`src/hw/video_sync_pkg.sv`:
```
package video_sync_pkg;
    // register map, 16-bit data, one word per address
    localparam logic [3:0] ADDR_CTRL = 4'h0;
    localparam logic [3:0] ADDR_HS_START = 4'h1;
    localparam logic [3:0] ADDR_HS_END = 4'h2;
    localparam logic [3:0] ADDR_RATIO_LO = 4'h3;
    localparam logic [3:0] ADDR_RATIO_HI = 4'h4;
    localparam logic [3:0] ADDR_VDET = 4'h5;
    localparam logic [3:0] ADDR_STATUS = 4'h6;
    localparam logic [3:0] ADDR_FIELD_LINES = 4'h7;

    // control register fields
    localparam int CTRL_PAL_BIT = 0;
    localparam int CTRL_OE_BIT = 1;
    localparam int CTRL_SWRST_BIT = 7;

    // reset values
    localparam logic [15:0] RATIO_RST = 16'h87C1;
    localparam logic [9:0] HS_START_RST = 10'h000;
    localparam logic [9:0] HS_END_RST = 10'h040;
    localparam logic [7:0] VDET_RST = 8'hC0;

    // sample levels
    localparam logic [7:0] Y_MIN = 8'h10;
    localparam logic [7:0] SYNC_LEVEL = 8'h08;

    // line timing in resampler steps
    localparam logic [9:0] LINE_STEPS = 10'h35A;
    localparam logic [9:0] HALF_STEPS = 10'h1AD;
    localparam logic [9:0] LOCK_WIN = 10'h004;

    // field timing in half lines
    localparam logic [3:0] VS_HALF_LINES = 4'hD;
    localparam int HL_NTSC_INT = 525;
    localparam int HL_PAL_INT = 625;
    localparam logic [9:0] HL_NTSC = 10'h20D;
    localparam logic [9:0] HL_PAL = 10'h271;
    localparam logic [9:0] HL_PAL_THRESH = 10'h23A;
    localparam logic [9:0] HL_LOST = 10'h2A8;
    localparam logic [9:0] NTSC_MIN = 10'(HL_NTSC_INT - HL_NTSC_INT * 8 / 100);
    localparam logic [9:0] NTSC_MAX = 10'(HL_NTSC_INT + HL_NTSC_INT * 8 / 100);
    localparam logic [9:0] PAL_MIN = 10'(HL_PAL_INT - HL_PAL_INT * 8 / 100);
    localparam logic [9:0] PAL_MAX = 10'(HL_PAL_INT + HL_PAL_INT * 8 / 100);
    localparam logic [1:0] MISMATCH_FIELDS = 2'h2;

    typedef enum logic {
        VS_WAIT = 1'b0,
        VS_PULSE = 1'b1
    } vs_state_t;

    typedef struct packed {
        logic outEn;
        logic stdPal;
    } cfg_t;

    // status word, bit 0 is locked
    typedef struct packed {
        logic acquire;
        logic vsLost;
        logic stdErr;
        logic srcPal;
        logic field;
        logic locked;
    } status_t;
endpackage : video_sync_pkg

```
`src/hw/video_sync_standard_detect.sv`:
```
// Added by the designer: the address-and-strobe port and the address map.
`timescale 1ns/1ps
`default_nettype none
// What this block does
// - reset returns all registers to reset values, port idle
// - after hardware or software reset all output pins float
// - luma output never goes below 16
// - line sync follows input, free-runs at line rate without source
// - line sync start and end are 10-bit resampler step positions
// - accumulate low time per line; assert field sync past threshold
// - field sync stays asserted at least one full line
// - parity changes with field sync: 0 odd, 1 even
// - parity keeps alternating when vertical sync is lost
// - after 337 lines plus 3 without vsync declare loss, reacquire
// - field sync lasts 6.5 lines at field rate, runs without video
// - 16-bit chroma ratio in register pair, reset value 0x87C1
// - lock set within four pixels of edge, cleared outside
// - field longer than 285 lines means a PAL source
// - nominal field is 262.5 lines NTSC, 312.5 lines PAL
// - line count swings up to 8 percent raise no mismatch
// - mismatch flag after 2 field periods with wrong line count
// - ratio write or reset clears mismatch, unless one is flagged in the same cycle, and restarts checking
// - reset, standard change or ratio write enter acquisition until lock
module video_sync_standard_detect (
    input wire logic clk_sys,
    input wire logic nrst,
    input wire logic [3:0] regAddr,
    input wire logic [15:0] regWdata,
    input wire logic regWr,
    input wire logic regRd,
    output logic [15:0] regRdata,
    input wire logic [7:0] pixIn,
    input wire logic pixValid,
    output logic [7:0] yOut,
    output logic hsyncN,
    output logic vsyncN,
    output logic fieldOut,
    output logic pinOe,
    output logic [15:0] chromaRatio,
    output logic lineLocked,
    output logic acquire,
    output logic stdError
);
    function automatic logic hit(input logic [3:0] a, input logic [3:0] b);
        return a == b;
    endfunction : hit

    function automatic logic outside(input logic [9:0] v,
                                     input logic [9:0] lo,
                                     input logic [9:0] hi);
        return (v < lo) || (v > hi);
    endfunction : outside

    // register group
    video_sync_pkg::cfg_t cfg_q, cfg_d;
    logic [9:0] hsStart_q, hsStart_d, hsEnd_q, hsEnd_d;
    logic [15:0] ratio_q, ratio_d;
    logic [7:0] vdet_q, vdet_d;
    logic swRst_q, swRst_d;
    logic [15:0] rdata_q, rdata_d;
    logic ratioWr, stdChange;

    // sync group
    logic lowPrev_q, lowPrev_d;
    logic [9:0] lowCnt_q, lowCnt_d;
    video_sync_pkg::vs_state_t vsState_q, vsState_d;
    logic [3:0] vsHalf_q, vsHalf_d;
    logic field_q, field_d;
    logic [9:0] hlCnt_q, hlCnt_d, flyCnt_q, flyCnt_d;
    logic vsLost_q, vsLost_d, acq_q, acq_d;

    // standard check group
    logic skip_q, skip_d, stdErr_q, stdErr_d, srcPal_q, srcPal_d;
    logic [1:0] mis_q, mis_d;
    logic [9:0] lastHl_q, lastHl_d;
    logic errSet, bad;

    // output group
    logic [7:0] yOut_q, yOut_d;
    logic hsyncN_q, hsyncN_d, vsyncN_q, vsyncN_d, field2_q, field2_d;
    logic pinOe_q, pinOe_d, lock2_q, lock2_d;

    logic sampleLow, hEdge, realVs, flyVs, vsStart, lostEvt, restartLoop;
    logic [9:0] pixCnt, nominal;
    logic lineTick, halfTick, locked;
    video_sync_pkg::status_t status;

    sync_line_loop u_loop (
        .clk_sys(clk_sys),
        .nrst(nrst),
        .step(pixValid),
        .hEdge(hEdge),
        .restart(restartLoop),
        .pixCnt(pixCnt),
        .lineTick(lineTick),
        .halfTick(halfTick),
        .locked(locked)
    );

    assign ratioWr = regWr && (hit(regAddr, video_sync_pkg::ADDR_RATIO_LO)
        || hit(regAddr, video_sync_pkg::ADDR_RATIO_HI));
    assign stdChange = regWr && hit(regAddr, video_sync_pkg::ADDR_CTRL)
        && (regWdata[video_sync_pkg::CTRL_PAL_BIT] != cfg_q.stdPal);
    assign status = '{acquire: acq_q, vsLost: vsLost_q, stdErr: stdErr_q,
                      srcPal: srcPal_q, field: field_q, locked: locked};

    always_comb begin
        cfg_d = cfg_q;
        hsStart_d = hsStart_q;
        hsEnd_d = hsEnd_q;
        ratio_d = ratio_q;
        vdet_d = vdet_q;
        swRst_d = 1'b0;
        rdata_d = '0;
        if (swRst_q) begin
            cfg_d = '0;
            hsStart_d = video_sync_pkg::HS_START_RST;
            hsEnd_d = video_sync_pkg::HS_END_RST;
            ratio_d = video_sync_pkg::RATIO_RST;
            vdet_d = video_sync_pkg::VDET_RST;
        end else if (regWr) begin
            case (regAddr)
                video_sync_pkg::ADDR_CTRL: begin
                    cfg_d.stdPal = regWdata[video_sync_pkg::CTRL_PAL_BIT];
                    cfg_d.outEn = regWdata[video_sync_pkg::CTRL_OE_BIT];
                    swRst_d = regWdata[video_sync_pkg::CTRL_SWRST_BIT];
                end
                video_sync_pkg::ADDR_HS_START: hsStart_d = regWdata[9:0];
                video_sync_pkg::ADDR_HS_END: hsEnd_d = regWdata[9:0];
                video_sync_pkg::ADDR_RATIO_LO: ratio_d[7:0] = regWdata[7:0];
                video_sync_pkg::ADDR_RATIO_HI: ratio_d[15:8] = regWdata[7:0];
                video_sync_pkg::ADDR_VDET: vdet_d = regWdata[7:0];
                default: ;
            endcase
        end
        if (regRd) begin
            case (regAddr)
                video_sync_pkg::ADDR_CTRL: rdata_d = {14'h0000, cfg_q};
                video_sync_pkg::ADDR_HS_START: rdata_d = {6'h00, hsStart_q};
                video_sync_pkg::ADDR_HS_END: rdata_d = {6'h00, hsEnd_q};
                video_sync_pkg::ADDR_RATIO_LO: rdata_d = {8'h00, ratio_q[7:0]};
                video_sync_pkg::ADDR_RATIO_HI: rdata_d = {8'h00, ratio_q[15:8]};
                video_sync_pkg::ADDR_VDET: rdata_d = {8'h00, vdet_q};
                video_sync_pkg::ADDR_STATUS: rdata_d = {10'h000, status};
                video_sync_pkg::ADDR_FIELD_LINES: rdata_d = {6'h00, lastHl_q};
                default: rdata_d = '0;
            endcase
        end
    end

    always_ff @(posedge clk_sys or negedge nrst) begin
        if (!nrst) begin
            cfg_q <= '0;
            hsStart_q <= video_sync_pkg::HS_START_RST;
            hsEnd_q <= video_sync_pkg::HS_END_RST;
            ratio_q <= video_sync_pkg::RATIO_RST;
            vdet_q <= video_sync_pkg::VDET_RST;
            swRst_q <= 1'b0;
            rdata_q <= '0;
        end else begin
            cfg_q <= cfg_d;
            hsStart_q <= hsStart_d;
            hsEnd_q <= hsEnd_d;
            ratio_q <= ratio_d;
            vdet_q <= vdet_d;
            swRst_q <= swRst_d;
            rdata_q <= rdata_d;
        end
    end

    // converter samples share clk_sys, so no synchroniser is needed
    assign sampleLow = pixValid && (pixIn < video_sync_pkg::SYNC_LEVEL);
    assign hEdge = sampleLow && !lowPrev_q;
    assign nominal = cfg_q.stdPal ? video_sync_pkg::HL_PAL
                                  : video_sync_pkg::HL_NTSC;
    assign realVs = (vsState_q == video_sync_pkg::VS_WAIT)
        && (lowCnt_q > {2'h0, vdet_q});
    // flywheel keeps fields coming with no video
    assign flyVs = (vsState_q == video_sync_pkg::VS_WAIT) && vsLost_q
        && (flyCnt_q >= nominal);
    assign vsStart = realVs || flyVs;
    assign lostEvt = !vsLost_q && !realVs
        && (hlCnt_q == video_sync_pkg::HL_LOST);
    assign restartLoop = lostEvt || swRst_q;

    always_comb begin
        lowPrev_d = pixValid ? sampleLow : lowPrev_q;
        lowCnt_d = lowCnt_q;
        if (hEdge || lineTick) begin
            lowCnt_d = {9'h000, sampleLow};
        end else if (sampleLow && lowCnt_q != 10'h3FF) begin
            lowCnt_d = lowCnt_q + 10'h001;
        end
        vsState_d = vsState_q;
        vsHalf_d = vsHalf_q;
        field_d = field_q;
        case (vsState_q)
            video_sync_pkg::VS_WAIT: begin
                if (vsStart) begin
                    vsState_d = video_sync_pkg::VS_PULSE;
                    vsHalf_d = '0;
                    field_d = ~field_q;
                end
            end
            video_sync_pkg::VS_PULSE: begin
                // 13 half lines, well over the one-line minimum
                if (halfTick) begin
                    vsHalf_d = vsHalf_q + 4'h1;
                    if (vsHalf_q == video_sync_pkg::VS_HALF_LINES - 4'h1) begin
                        vsState_d = video_sync_pkg::VS_WAIT;
                    end
                end
            end
            default: vsState_d = video_sync_pkg::VS_WAIT;
        endcase
        hlCnt_d = hlCnt_q;
        if (realVs) begin
            hlCnt_d = '0;
        end else if (halfTick && hlCnt_q != 10'h3FF) begin
            hlCnt_d = hlCnt_q + 10'h001;
        end
        flyCnt_d = flyCnt_q;
        if (vsStart) begin
            flyCnt_d = '0;
        end else if (halfTick && flyCnt_q != 10'h3FF) begin
            flyCnt_d = flyCnt_q + 10'h001;
        end
        vsLost_d = vsLost_q;
        if (lostEvt) begin
            vsLost_d = 1'b1;
        end else if (realVs) begin
            vsLost_d = 1'b0;
        end
        acq_d = acq_q;
        if (lostEvt || ratioWr || stdChange || swRst_q) begin
            acq_d = 1'b1;
        end else if (locked) begin
            acq_d = 1'b0;
        end
        if (swRst_q) begin
            vsState_d = video_sync_pkg::VS_WAIT;
            field_d = 1'b0;
            hlCnt_d = '0;
            flyCnt_d = '0;
            vsLost_d = 1'b0;
        end
    end

    always_ff @(posedge clk_sys or negedge nrst) begin
        if (!nrst) begin
            lowPrev_q <= 1'b0;
            lowCnt_q <= '0;
            vsState_q <= video_sync_pkg::VS_WAIT;
            vsHalf_q <= '0;
            field_q <= 1'b0;
            hlCnt_q <= '0;
            flyCnt_q <= '0;
            vsLost_q <= 1'b0;
            acq_q <= 1'b1;
        end else begin
            lowPrev_q <= lowPrev_d;
            lowCnt_q <= lowCnt_d;
            vsState_q <= vsState_d;
            vsHalf_q <= vsHalf_d;
            field_q <= field_d;
            hlCnt_q <= hlCnt_d;
            flyCnt_q <= flyCnt_d;
            vsLost_q <= vsLost_d;
            acq_q <= acq_d;
        end
    end

    // field lengths are judged in half lines so 262.5 and 312.5 are exact
    assign bad = cfg_q.stdPal
        ? outside(hlCnt_q, video_sync_pkg::PAL_MIN, video_sync_pkg::PAL_MAX)
        : outside(hlCnt_q, video_sync_pkg::NTSC_MIN,
                  video_sync_pkg::NTSC_MAX);
    assign errSet = realVs && !skip_q && bad
        && (mis_q == video_sync_pkg::MISMATCH_FIELDS - 2'h1);

    always_comb begin
        skip_d = skip_q;
        mis_d = mis_q;
        srcPal_d = srcPal_q;
        lastHl_d = lastHl_q;
        stdErr_d = stdErr_q;
        if (realVs) begin
            lastHl_d = hlCnt_q;
            srcPal_d = hlCnt_q > video_sync_pkg::HL_PAL_THRESH;
            if (skip_q) begin
                // first field after a restart is partial
                skip_d = 1'b0;
            end else if (bad) begin
                mis_d = (mis_q == video_sync_pkg::MISMATCH_FIELDS) ? mis_q
                                                                   : mis_q + 2'h1;
            end else begin
                mis_d = '0;
            end
        end
        if (ratioWr || swRst_q) begin
            mis_d = '0;
            skip_d = 1'b1;
            stdErr_d = 1'b0;
        end
        if (errSet) begin
            stdErr_d = 1'b1;
        end
    end

    always_ff @(posedge clk_sys or negedge nrst) begin
        if (!nrst) begin
            skip_q <= 1'b1;
            mis_q <= '0;
            srcPal_q <= 1'b0;
            lastHl_q <= '0;
            stdErr_q <= 1'b0;
        end else begin
            skip_q <= skip_d;
            mis_q <= mis_d;
            srcPal_q <= srcPal_d;
            lastHl_q <= lastHl_d;
            stdErr_q <= stdErr_d;
        end
    end

    always_comb begin
        yOut_d = yOut_q;
        if (pixValid) begin
            yOut_d = (pixIn < video_sync_pkg::Y_MIN) ? video_sync_pkg::Y_MIN
                                                     : pixIn;
        end
        hsyncN_d = !((pixCnt >= hsStart_q) && (pixCnt < hsEnd_q));
        vsyncN_d = (vsState_d != video_sync_pkg::VS_PULSE);
        field2_d = field_d;
        pinOe_d = cfg_q.outEn && !swRst_q;
        lock2_d = locked;
    end

    always_ff @(posedge clk_sys or negedge nrst) begin
        if (!nrst) begin
            yOut_q <= video_sync_pkg::Y_MIN;
            hsyncN_q <= 1'b1;
            vsyncN_q <= 1'b1;
            field2_q <= 1'b0;
            pinOe_q <= 1'b0;
            lock2_q <= 1'b0;
        end else begin
            yOut_q <= yOut_d;
            hsyncN_q <= hsyncN_d;
            vsyncN_q <= vsyncN_d;
            field2_q <= field2_d;
            pinOe_q <= pinOe_d;
            lock2_q <= lock2_d;
        end
    end

    assign regRdata = rdata_q;
    assign yOut = yOut_q;
    assign hsyncN = hsyncN_q;
    assign vsyncN = vsyncN_q;
    assign fieldOut = field2_q;
    assign pinOe = pinOe_q;
    assign chromaRatio = ratio_q;
    assign lineLocked = lock2_q;
    assign acquire = acq_q;
    assign stdError = stdErr_q;
endmodule : video_sync_standard_detect
`default_nettype wire

```
`src/hw/sync_line_loop.sv`:
```
`timescale 1ns/1ps
`default_nettype none
module sync_line_loop (
    input wire logic clk_sys,
    input wire logic nrst,
    input wire logic step,
    input wire logic hEdge,
    input wire logic restart,
    output logic [9:0] pixCnt,
    output logic lineTick,
    output logic halfTick,
    output logic locked
);
    logic [9:0] cnt_q, cnt_d;
    logic line_q, line_d, half_q, half_d, lock_q, lock_d;
    logic inWin;

    always_comb begin
        inWin = (cnt_q <= video_sync_pkg::LOCK_WIN)
            || (cnt_q >= video_sync_pkg::LINE_STEPS - video_sync_pkg::LOCK_WIN);
        cnt_d = cnt_q;
        lock_d = lock_q;
        line_d = 1'b0;
        half_d = 1'b0;
        if (restart) begin
            cnt_d = '0;
            lock_d = 1'b0;
        end else if (step) begin
            // free-runs at line rate with no source
            line_d = (cnt_q == video_sync_pkg::LINE_STEPS - 10'h001);
            cnt_d = line_d ? '0 : cnt_q + 10'h001;
            half_d = line_d || (cnt_q == video_sync_pkg::HALF_STEPS - 10'h001);
            if (hEdge) begin
                lock_d = inWin;
                if (!inWin) begin
                    // snap to the edge: line restarts here
                    cnt_d = '0;
                    line_d = 1'b1;
                    half_d = 1'b1;
                end
            end
        end
    end

    always_ff @(posedge clk_sys or negedge nrst) begin
        if (!nrst) begin
            cnt_q <= '0;
            line_q <= 1'b0;
            half_q <= 1'b0;
            lock_q <= 1'b0;
        end else begin
            cnt_q <= cnt_d;
            line_q <= line_d;
            half_q <= half_d;
            lock_q <= lock_d;
        end
    end

    assign pixCnt = cnt_q;
    assign lineTick = line_q;
    assign halfTick = half_q;
    assign locked = lock_q;
endmodule : sync_line_loop
`default_nettype wire

```
`config.mk`:
```
export PLATFORM = sky130hd
export DESIGN_NAME = video_sync_standard_detect
export DESIGN_NICKNAME = d
export VERILOG_FILES = /design/src/hw/video_sync_pkg.sv /design/src/hw/video_sync_standard_detect.sv /design/src/hw/sync_line_loop.sv
export SDC_FILE = /design/constraint.sdc
export NUM_CORES = 1
export LEC_CHECK = 0
export ABC_CLOCK_PERIOD_IN_PS = 4650
export BUFFER_PORTS_ARGS = -buffer_cell sky130_fd_sc_hd__clkbuf_2
export CORE_MARGIN = 2
export CORE_UTILIZATION = 60
export CTS_CLUSTER_DIAMETER = 200
export DETAILED_ROUTE_END_ITERATION = 6
export HOLD_SLACK_MARGIN = 0.12
export PLACE_DENSITY = 0.81
export SLEW_MARGIN = 20
export SYNTH_ARGS = -nofsm -noshare
export SYNTH_HDL_FRONTEND = slang
export SYNTH_SLANG_ARGS = --single-unit
```
`constraint.sdc`:
```
create_clock -name clk_sys -period 4.65 [get_ports clk_sys]
set_clock_uncertainty 0.2 [all_clocks]
set_input_delay 1.1625 -clock clk_sys [delete_from_list [all_inputs] [get_ports clk_sys]]
set_output_delay 1.1625 -clock clk_sys [all_outputs]
set_load 0.02 [all_outputs]
```
# --- After elaboration in Yosys (flattened, before gate mapping) ---
# Cells that the tools add are included.
classes:
  n_reduce_logical: 64
  addsub: 6
  eq_ne: 22
  bitwise: 3
  magnitude_cmp: 13
  n_mux: 72
op_table:
  columns: ["op", "count"]
  rows:
  - ["two-way mux 10 bit", 20]
  - ["one-hot mux 10 bit (8 select lines)", 1]
  - ["two-way mux 8 bit", 6]
  - ["adder 10 x 1 -> 10 bit (second input constant)", 4]
  - ["two-way mux 16 bit", 2]
  - ["> comparator 10 bit (second input constant)", 3]
  - ["two-way mux 1 bit", 30]
  - ["inequality test 10 bit (second input constant)", 3]
  - ["nonzero test 2 bit", 14]
  - ["equality test 10 bit (second input constant)", 2]
  - ["greater-or-equal comparator 10 bit", 2]
  - ["logical AND 1 bit", 18]
  - ["AND reduction 2 bit", 9]
  - ["equality test 4 x 3 -> 1 bit (second input constant)", 4]
  - ["two-way mux 2 bit", 8]
  - ["logical OR 1 bit", 12]
  - ["equality test 10 x 9 -> 1 bit (second input constant)", 1]
  - ["greater-or-equal comparator 10 bit (second input constant)", 1]
  - ["> comparator 10 x 8 -> 1 bit", 1]
  - ["less-or-equal comparator 10 x 3 -> 1 bit (second input constant)", 1]
  - ["< comparator 10 bit", 1]
  - ["< comparator 10 bit (second input constant)", 1]
  - ["< comparator 10 x 9 -> 1 bit (second input constant)", 1]
  - ["nonzero test 3 bit", 3]
  - ["other kinds (21)", 32]
totals:
  regBits: 142
  input_bits: 33
  out_inout_bits: 47

# --- Longest topological paths before layout ---
logic_depth:
  word_depth: 9
  ltp_mapped: 9

# --- Hierarchy ---
# From an unflattened synthesis, not the netlist that was laid out.
unflattened:
  hier_cells: 806
  area_unflattened_um2: 7632.3
by_module_without_submodules:
  columns: ["mod", "n_inst", "cells_each", "area_each_um2"]
  rows:
  - ["video_sync_standard_detect", 1, 708, 6796.5]
  - ["sync_line_loop", 1, 98, 835.8]

# --- Worst setup path after synthesis ---
# Ideal clock, no wire load.
synth_path:
  path_type: "input port to flip-flop"
  startpoint: "in pixIn[6]"
  endpoint: "reg u_loop.cnt_q[8] (netlist: u_loop.pixCnt[8])"
  slack_ps: 1786
  cell_stages: 7
  arrival_time_ps: 2538
  setup_ps: 126
  n_path_buf: 1
  path_cell_list: "or4_4 nor4_2 o211a_4 nor2_2 buf_6 nand3_1 a31oi_1"
synth_via:
  elab_chain_cells: 6
synth_lines:
  columns: ["item", "line", "source"]
  rows:
  - ["start: declaration", "video_sync_standard_detect.sv:32", "input wire logic [7:0] pixIn,"]
  - ["< comparator 8 x 4 -> 1 bit", "video_sync_standard_detect.sv:172", "assign sampleLow = pixValid && (pixIn < video_sync_pkg::SYNC_LEVEL);"]
  - ["logical AND 1 bit", "video_sync_standard_detect.sv:172", null]
  - ["logical AND 1 bit", "video_sync_standard_detect.sv:173", "assign hEdge = sampleLow && !lowPrev_q;"]
  - ["two-way mux 10 bit", "sync_line_loop.sv:33", "if (hEdge) begin"]
  - ["two-way mux 10 bit", "sync_line_loop.sv:28", "end else if (step) begin"]
  - ["two-way mux 10 bit", "sync_line_loop.sv:25", "if (restart) begin"]
  - ["end signal: assignment", "sync_line_loop.sv:52", "cnt_q <= cnt_d;"]
  - ["end: declaration", "sync_line_loop.sv:14", "logic [9:0] cnt_q, cnt_d;"]
# Every way passes these cells. The select of a mux whose other input is x is not followed.
# A chain may end at the register's enable or synchronous reset.

# --- Worst setup path after layout ---
layout_path:
  startpoint: "reg vdet_q[7]"
  endpoint: "reg u_loop.cnt_q[9] (netlist: u_loop.pixCnt[9])"
layout_via:
  elab_chain_cells: 7
  word_cells_on_any_way: 8
  cone_classes: "order compare (1); mux (1); reduce/logical (6)"
layout_lines:
  columns: ["item", "line", "source"]
  rows:
  - ["start: declaration", "video_sync_standard_detect.sv:58", "logic [7:0] vdet_q, vdet_d;"]
  - ["start signal: assignment", "video_sync_standard_detect.sv:157", "vdet_q <= video_sync_pkg::VDET_RST;"]
  - ["start signal: assignment", "video_sync_standard_detect.sv:165", "vdet_q <= vdet_d;"]
  - ["> comparator 10 x 8 -> 1 bit (*)", "video_sync_standard_detect.sv:177", "&& (lowCnt_q > {2'h0, vdet_q});"]
  - ["logical AND 1 bit (*)", "video_sync_standard_detect.sv:177", null]
  - ["zero test 1 bit (*)", "video_sync_standard_detect.sv:182", "assign lostEvt = !vsLost_q && !realVs"]
  - ["logical AND 1 bit (*)", "video_sync_standard_detect.sv:182", null]
  - ["logical AND 1 bit (*)", "video_sync_standard_detect.sv:183", "&& (hlCnt_q == video_sync_pkg::HL_LOST);"]
  - ["logical OR 1 bit (*)", "video_sync_standard_detect.sv:184", "assign restartLoop = lostEvt || swRst_q;"]
  - ["two-way mux 10 bit / nonzero test 2 bit (equally long branches)", null, null]
# Mark *: on every way between the ends. The rest lies on a longest branch, timed or not.

==> PnR_summary.wiki <==
{| class="wikitable"
! Metric !! Value
|-
| Number of DRC markers in iteration 0 || 610
|-
| IO Pins || 80
|-
| Worst min-delay path category || flip-flop to flip-flop
|-
| Post-synthesis cell type count || 75
|-
| Worst Setup Path Type || flip-flop to flip-flop
|-
| Critical path cell sequence || inv_1, ha_1, a221oi_1, nand2_1, a311oi_4, nor2_2, o31ai_4, nor3_1
|-
| Die Y || 117 um
|-
| Clock Latency Late Sink || 0.42 ns
|-
| CTS buffer count || 17
|-
| Setup repair after global routing missed its margin || no
|-
| Shortest clock period the worst path allows after layout || 3.20 ns
|-
| Highest attainable clock frequency || 0.313 GHz
|-
| Pins over their slew limit || 0
|-
| Slew at the pin with the worst max-slew slack || 0.814 ns
|-
| Ant. Diodes || 0
|-
| Count of input and output buffers || 67
|-
| Syn_area_per_cell || 9.50 sq um
|-
| H-tree level count || 4
|-
| Share of final-layout standard cells stronger than drive strength 1 || 16.2%
|-
| Max clock buf depth || 2
|-
| CTS tree || built
|-
| Pleak || 4.10 nW
|-
| PwrDens || 418 nW/um^2
|-
| Synth-to-Final Area Change || 12.0%
|-
| Gate Count Post-Synth || 808
|-
| Register clock-pin slew on the reported worst setup and hold paths || 0.06 ns
|-
| CP Capture Type || flip-flop
|-
| Total global routing overflow || 0
|-
| Required time of the worst setup path || 4.72 ns
|-
| Post-CTS setup buffer count || 0
|-
| Asr flop ratio synth || 100%
|-
| Post-Place Worst Slack || 1.17 ns
|-
| Status || finished clean
|-
| Number of failing hold endpoints at the final stage || 0
|-
| Total Neg Setup Slack || 0 ns
|-
| Register bit count reported by yosys || 136
|-
| Setup crit start kind || flip-flop
|-
| Tightest slew margin relative to the limit || 45.4%
|-
| Period utilisation layout || 68.8%
|-
| Hold-fix buffer count after cts || 0
|-
| Post-DR vias/cell || 6.07
|-
| FILL cells || 965
|-
| Per-cell routed wire length || 18.5 um
|-
| Detailed-placement wirelength estimate || 13900 um
|-
| Cell area after synthesis || 7670 sq um
|-
| Proportion of synthesized chip area in sequential cells || 44.6%
|-
| Worst Slack Setup Final || 1.45 ns
|-
| Total die area || 13700 sq um
|-
| Largest driver fanout on the critical path || 13
|-
| Peak per-stage delay on the critical path || 0.63 ns
|-
| Overall die width || 117 um
|-
| Via count of the first global-routing pass || 6154
|-
| Remaining number of nets flagged by the antenna check after routing || 0
|-
| Last weighted congestion value of the routability-driven placer || 0.915
|-
| Cts repair resizes || 0
|-
| Clock Root Buffer || clkbuf_16
|-
| Most frequently used flop master after synthesis || dfrtp_1
|-
| Number of failing setup endpoints in the final timing report || 0
|-
| End-of-flow core utilization || 68.4%
|-
| Total routing usage reported by global routing || 30.2%
|-
| Most common cell after layout, fill and taps aside || dfrtp_1
|-
| Arrival time of data at the critical path endpoint || 3.27 ns
|-
| Nets || 937
|-
| Vias after detailed routing || 6333
|-
| Highest-count cells in the layout ignoring fill and taps || dfrtp_1 (121), nand2_1 (87), nor2_1 (68)
|-
| Peak VDD IR || 0.246 mV
|-
| Global-route wire length before repair || 31400 um
|-
| Routed Wire Length || 19300 um
|-
| DR DRC count || 0
|-
| Max-capacitance violation count || 0
|-
| Initial antenna violation count || 0
|-
| Number of synthesized flops with an enable pin || 0
|-
| Initial core utilization || 61.0%
|-
| DR pass1 iterations || 5
|-
| Floorplan row count || 41
|-
| Cell with the largest stage delay on the worst path || o31ai_4
|-
| Yosys warning count || 0
|-
| Area inside the core boundary || 12600 sq um
|-
| Maximum number of pins on one net before global-route repair || 88
|-
| Clock sinks || 136
|}
-- metrics by stage --
stage          instance area [sq um]  cells  hold slack (ns)  power (mW)
2_1_floorplan                   7690    813            0.192        2.10
4_1_cts                         8590   1043            0.293        3.59
6_report                        8590   1043            0.287        3.59
5_1_grt                         8590   1043            0.320        3.79
3_3_place_gp                    8070   1011            0.263        2.35
3_5_place_dp                    8070   1011            0.286        2.40
-- Yosys cell counts (6+ instances only) --
cell type	n	area, sq um
ha_1	46	576
mux2i_1	26	260
inv_1	51	191
xor2_1	13	114
or3_1	6	37.5
mux2_2	8	90.1
and3_1	8	50.1
xnor2_1	11	96.3
o21ai_0	27	135
a22o_1	7	61.3
nor3_1	18	90.1
nand2b_1	6	37.5
nand4_1	16	100
a21oi_1	55	275
nand2_1	87	327
a31oi_1	8	50.1
buf_2	7	35.0
mux2_1	10	113
o211ai_1	9	67.6
buf_4	7	52.6
dfrtp_1	121	3030
dfstp_2	15	394
clkbuf_1	29	109
nand3_1	52	260
nor2_1	68	255
-- layout make-up --
type	instances	area, sq um	area share, %
tap	172	215	2.50
timing repair buffer	73	387	4.50
clock inverter	5	25.0	0.291
multi-input combinational	579	3860	44.9
inverter	51	191	2.23
clock buffer	27	493	5.74
sequential	136	3420	39.8
-- worst paths after layout --
path                       cells after the start  slack [ns]                  start                            to
max                                            8        1.45  vdet_q[7]$_DFFE_PN1P_  u_loop.pixCnt[9]$_DFFE_PN0P_
max in group asynchronous                      2        2.73                   nrst           yOut[4]$_DFFE_PN1P_
min                                            2        0.29     skip_q$_DFFE_PN1P_            skip_q$_DFFE_PN1P_
min reg2reg                                    2        0.29     skip_q$_DFFE_PN1P_            skip_q$_DFFE_PN1P_
max reg2reg                                    8        1.45  vdet_q[7]$_DFFE_PN1P_  u_loop.pixCnt[9]$_DFFE_PN0P_
min in group asynchronous                      1        0.58                   nrst               pinOe$_DFF_PN0_
-- power by group --
part / total [mW] / leakage (nW) / switching (mW) / internal [mW]
clock: 1.19 / 0.259 / 0.476 / 0.718
combinational: 0.804 / 2.08 / 0.477 / 0.327
sequential: 1.59 / 1.76 / 0.208 / 1.38
-- critical path: cells and delay by family, from the launching register on --
| kind | cells | cell delay [ns] |
|---|---|---|
| compound gates | 3 | 1.35 |
| fa+ha+maj | 1 | 0.34 |
| buf+inv | 1 | 0.08 |
| flops | 1 | 0.54 |
| simple gates | 3 | 0.53 |
-- logic make-up (layout without fill, tap and decap cells) --
| logic type | count (synthesis) | after routing | share of synthesized area [%] |
|---|---|---|---|
| AND/OR/NAND/NOR | 303 | 303 | 19.5 |
| AO/OA/AOI/OAI | 154 | 154 | 13.6 |
| flip-flops | 136 | 136 | 44.6 |
| buffers and inverters | 98 | 156 | 5.35 |
| adder cells (fa/ha/maj) | 46 | 46 | 7.50 |
| multiplexers | 46 | 46 | 6.62 |
| XOR/XNOR | 24 | 24 | 2.74 |
| other | 1 | 6 | 0.0489 |
-- state kept, by name (all words and copies together), names as in the netlist, 2 cells and up --
name / count
hsEnd_q: 10
mis_q: 2
lastHl_q: 10
yOut: 8
u_loop.pixCnt: 10
regRdata: 10
chromaRatio: 16
cfg_q: 2
flyCnt_q: 10
hlCnt_q: 10
vdet_q: 8
lowCnt_q: 10
hsStart_q: 10
vsHalf_q: 4
-- metal layers --
metal / share of wire, % / wire length [um] / track usage (%) / up-vias
li1: - / - / - / 2943
met1: 41 / 7920 / 39.0 / 3068
met2: 50 / 9610 / 50.1 / 280
met3: 6.2 / 1200 / 6.33 / 42
met4: 2.8 / 537 / 12.2 / 0
met5: 0 / 0 / 0 / -
(Power assumes the default switching activity.)
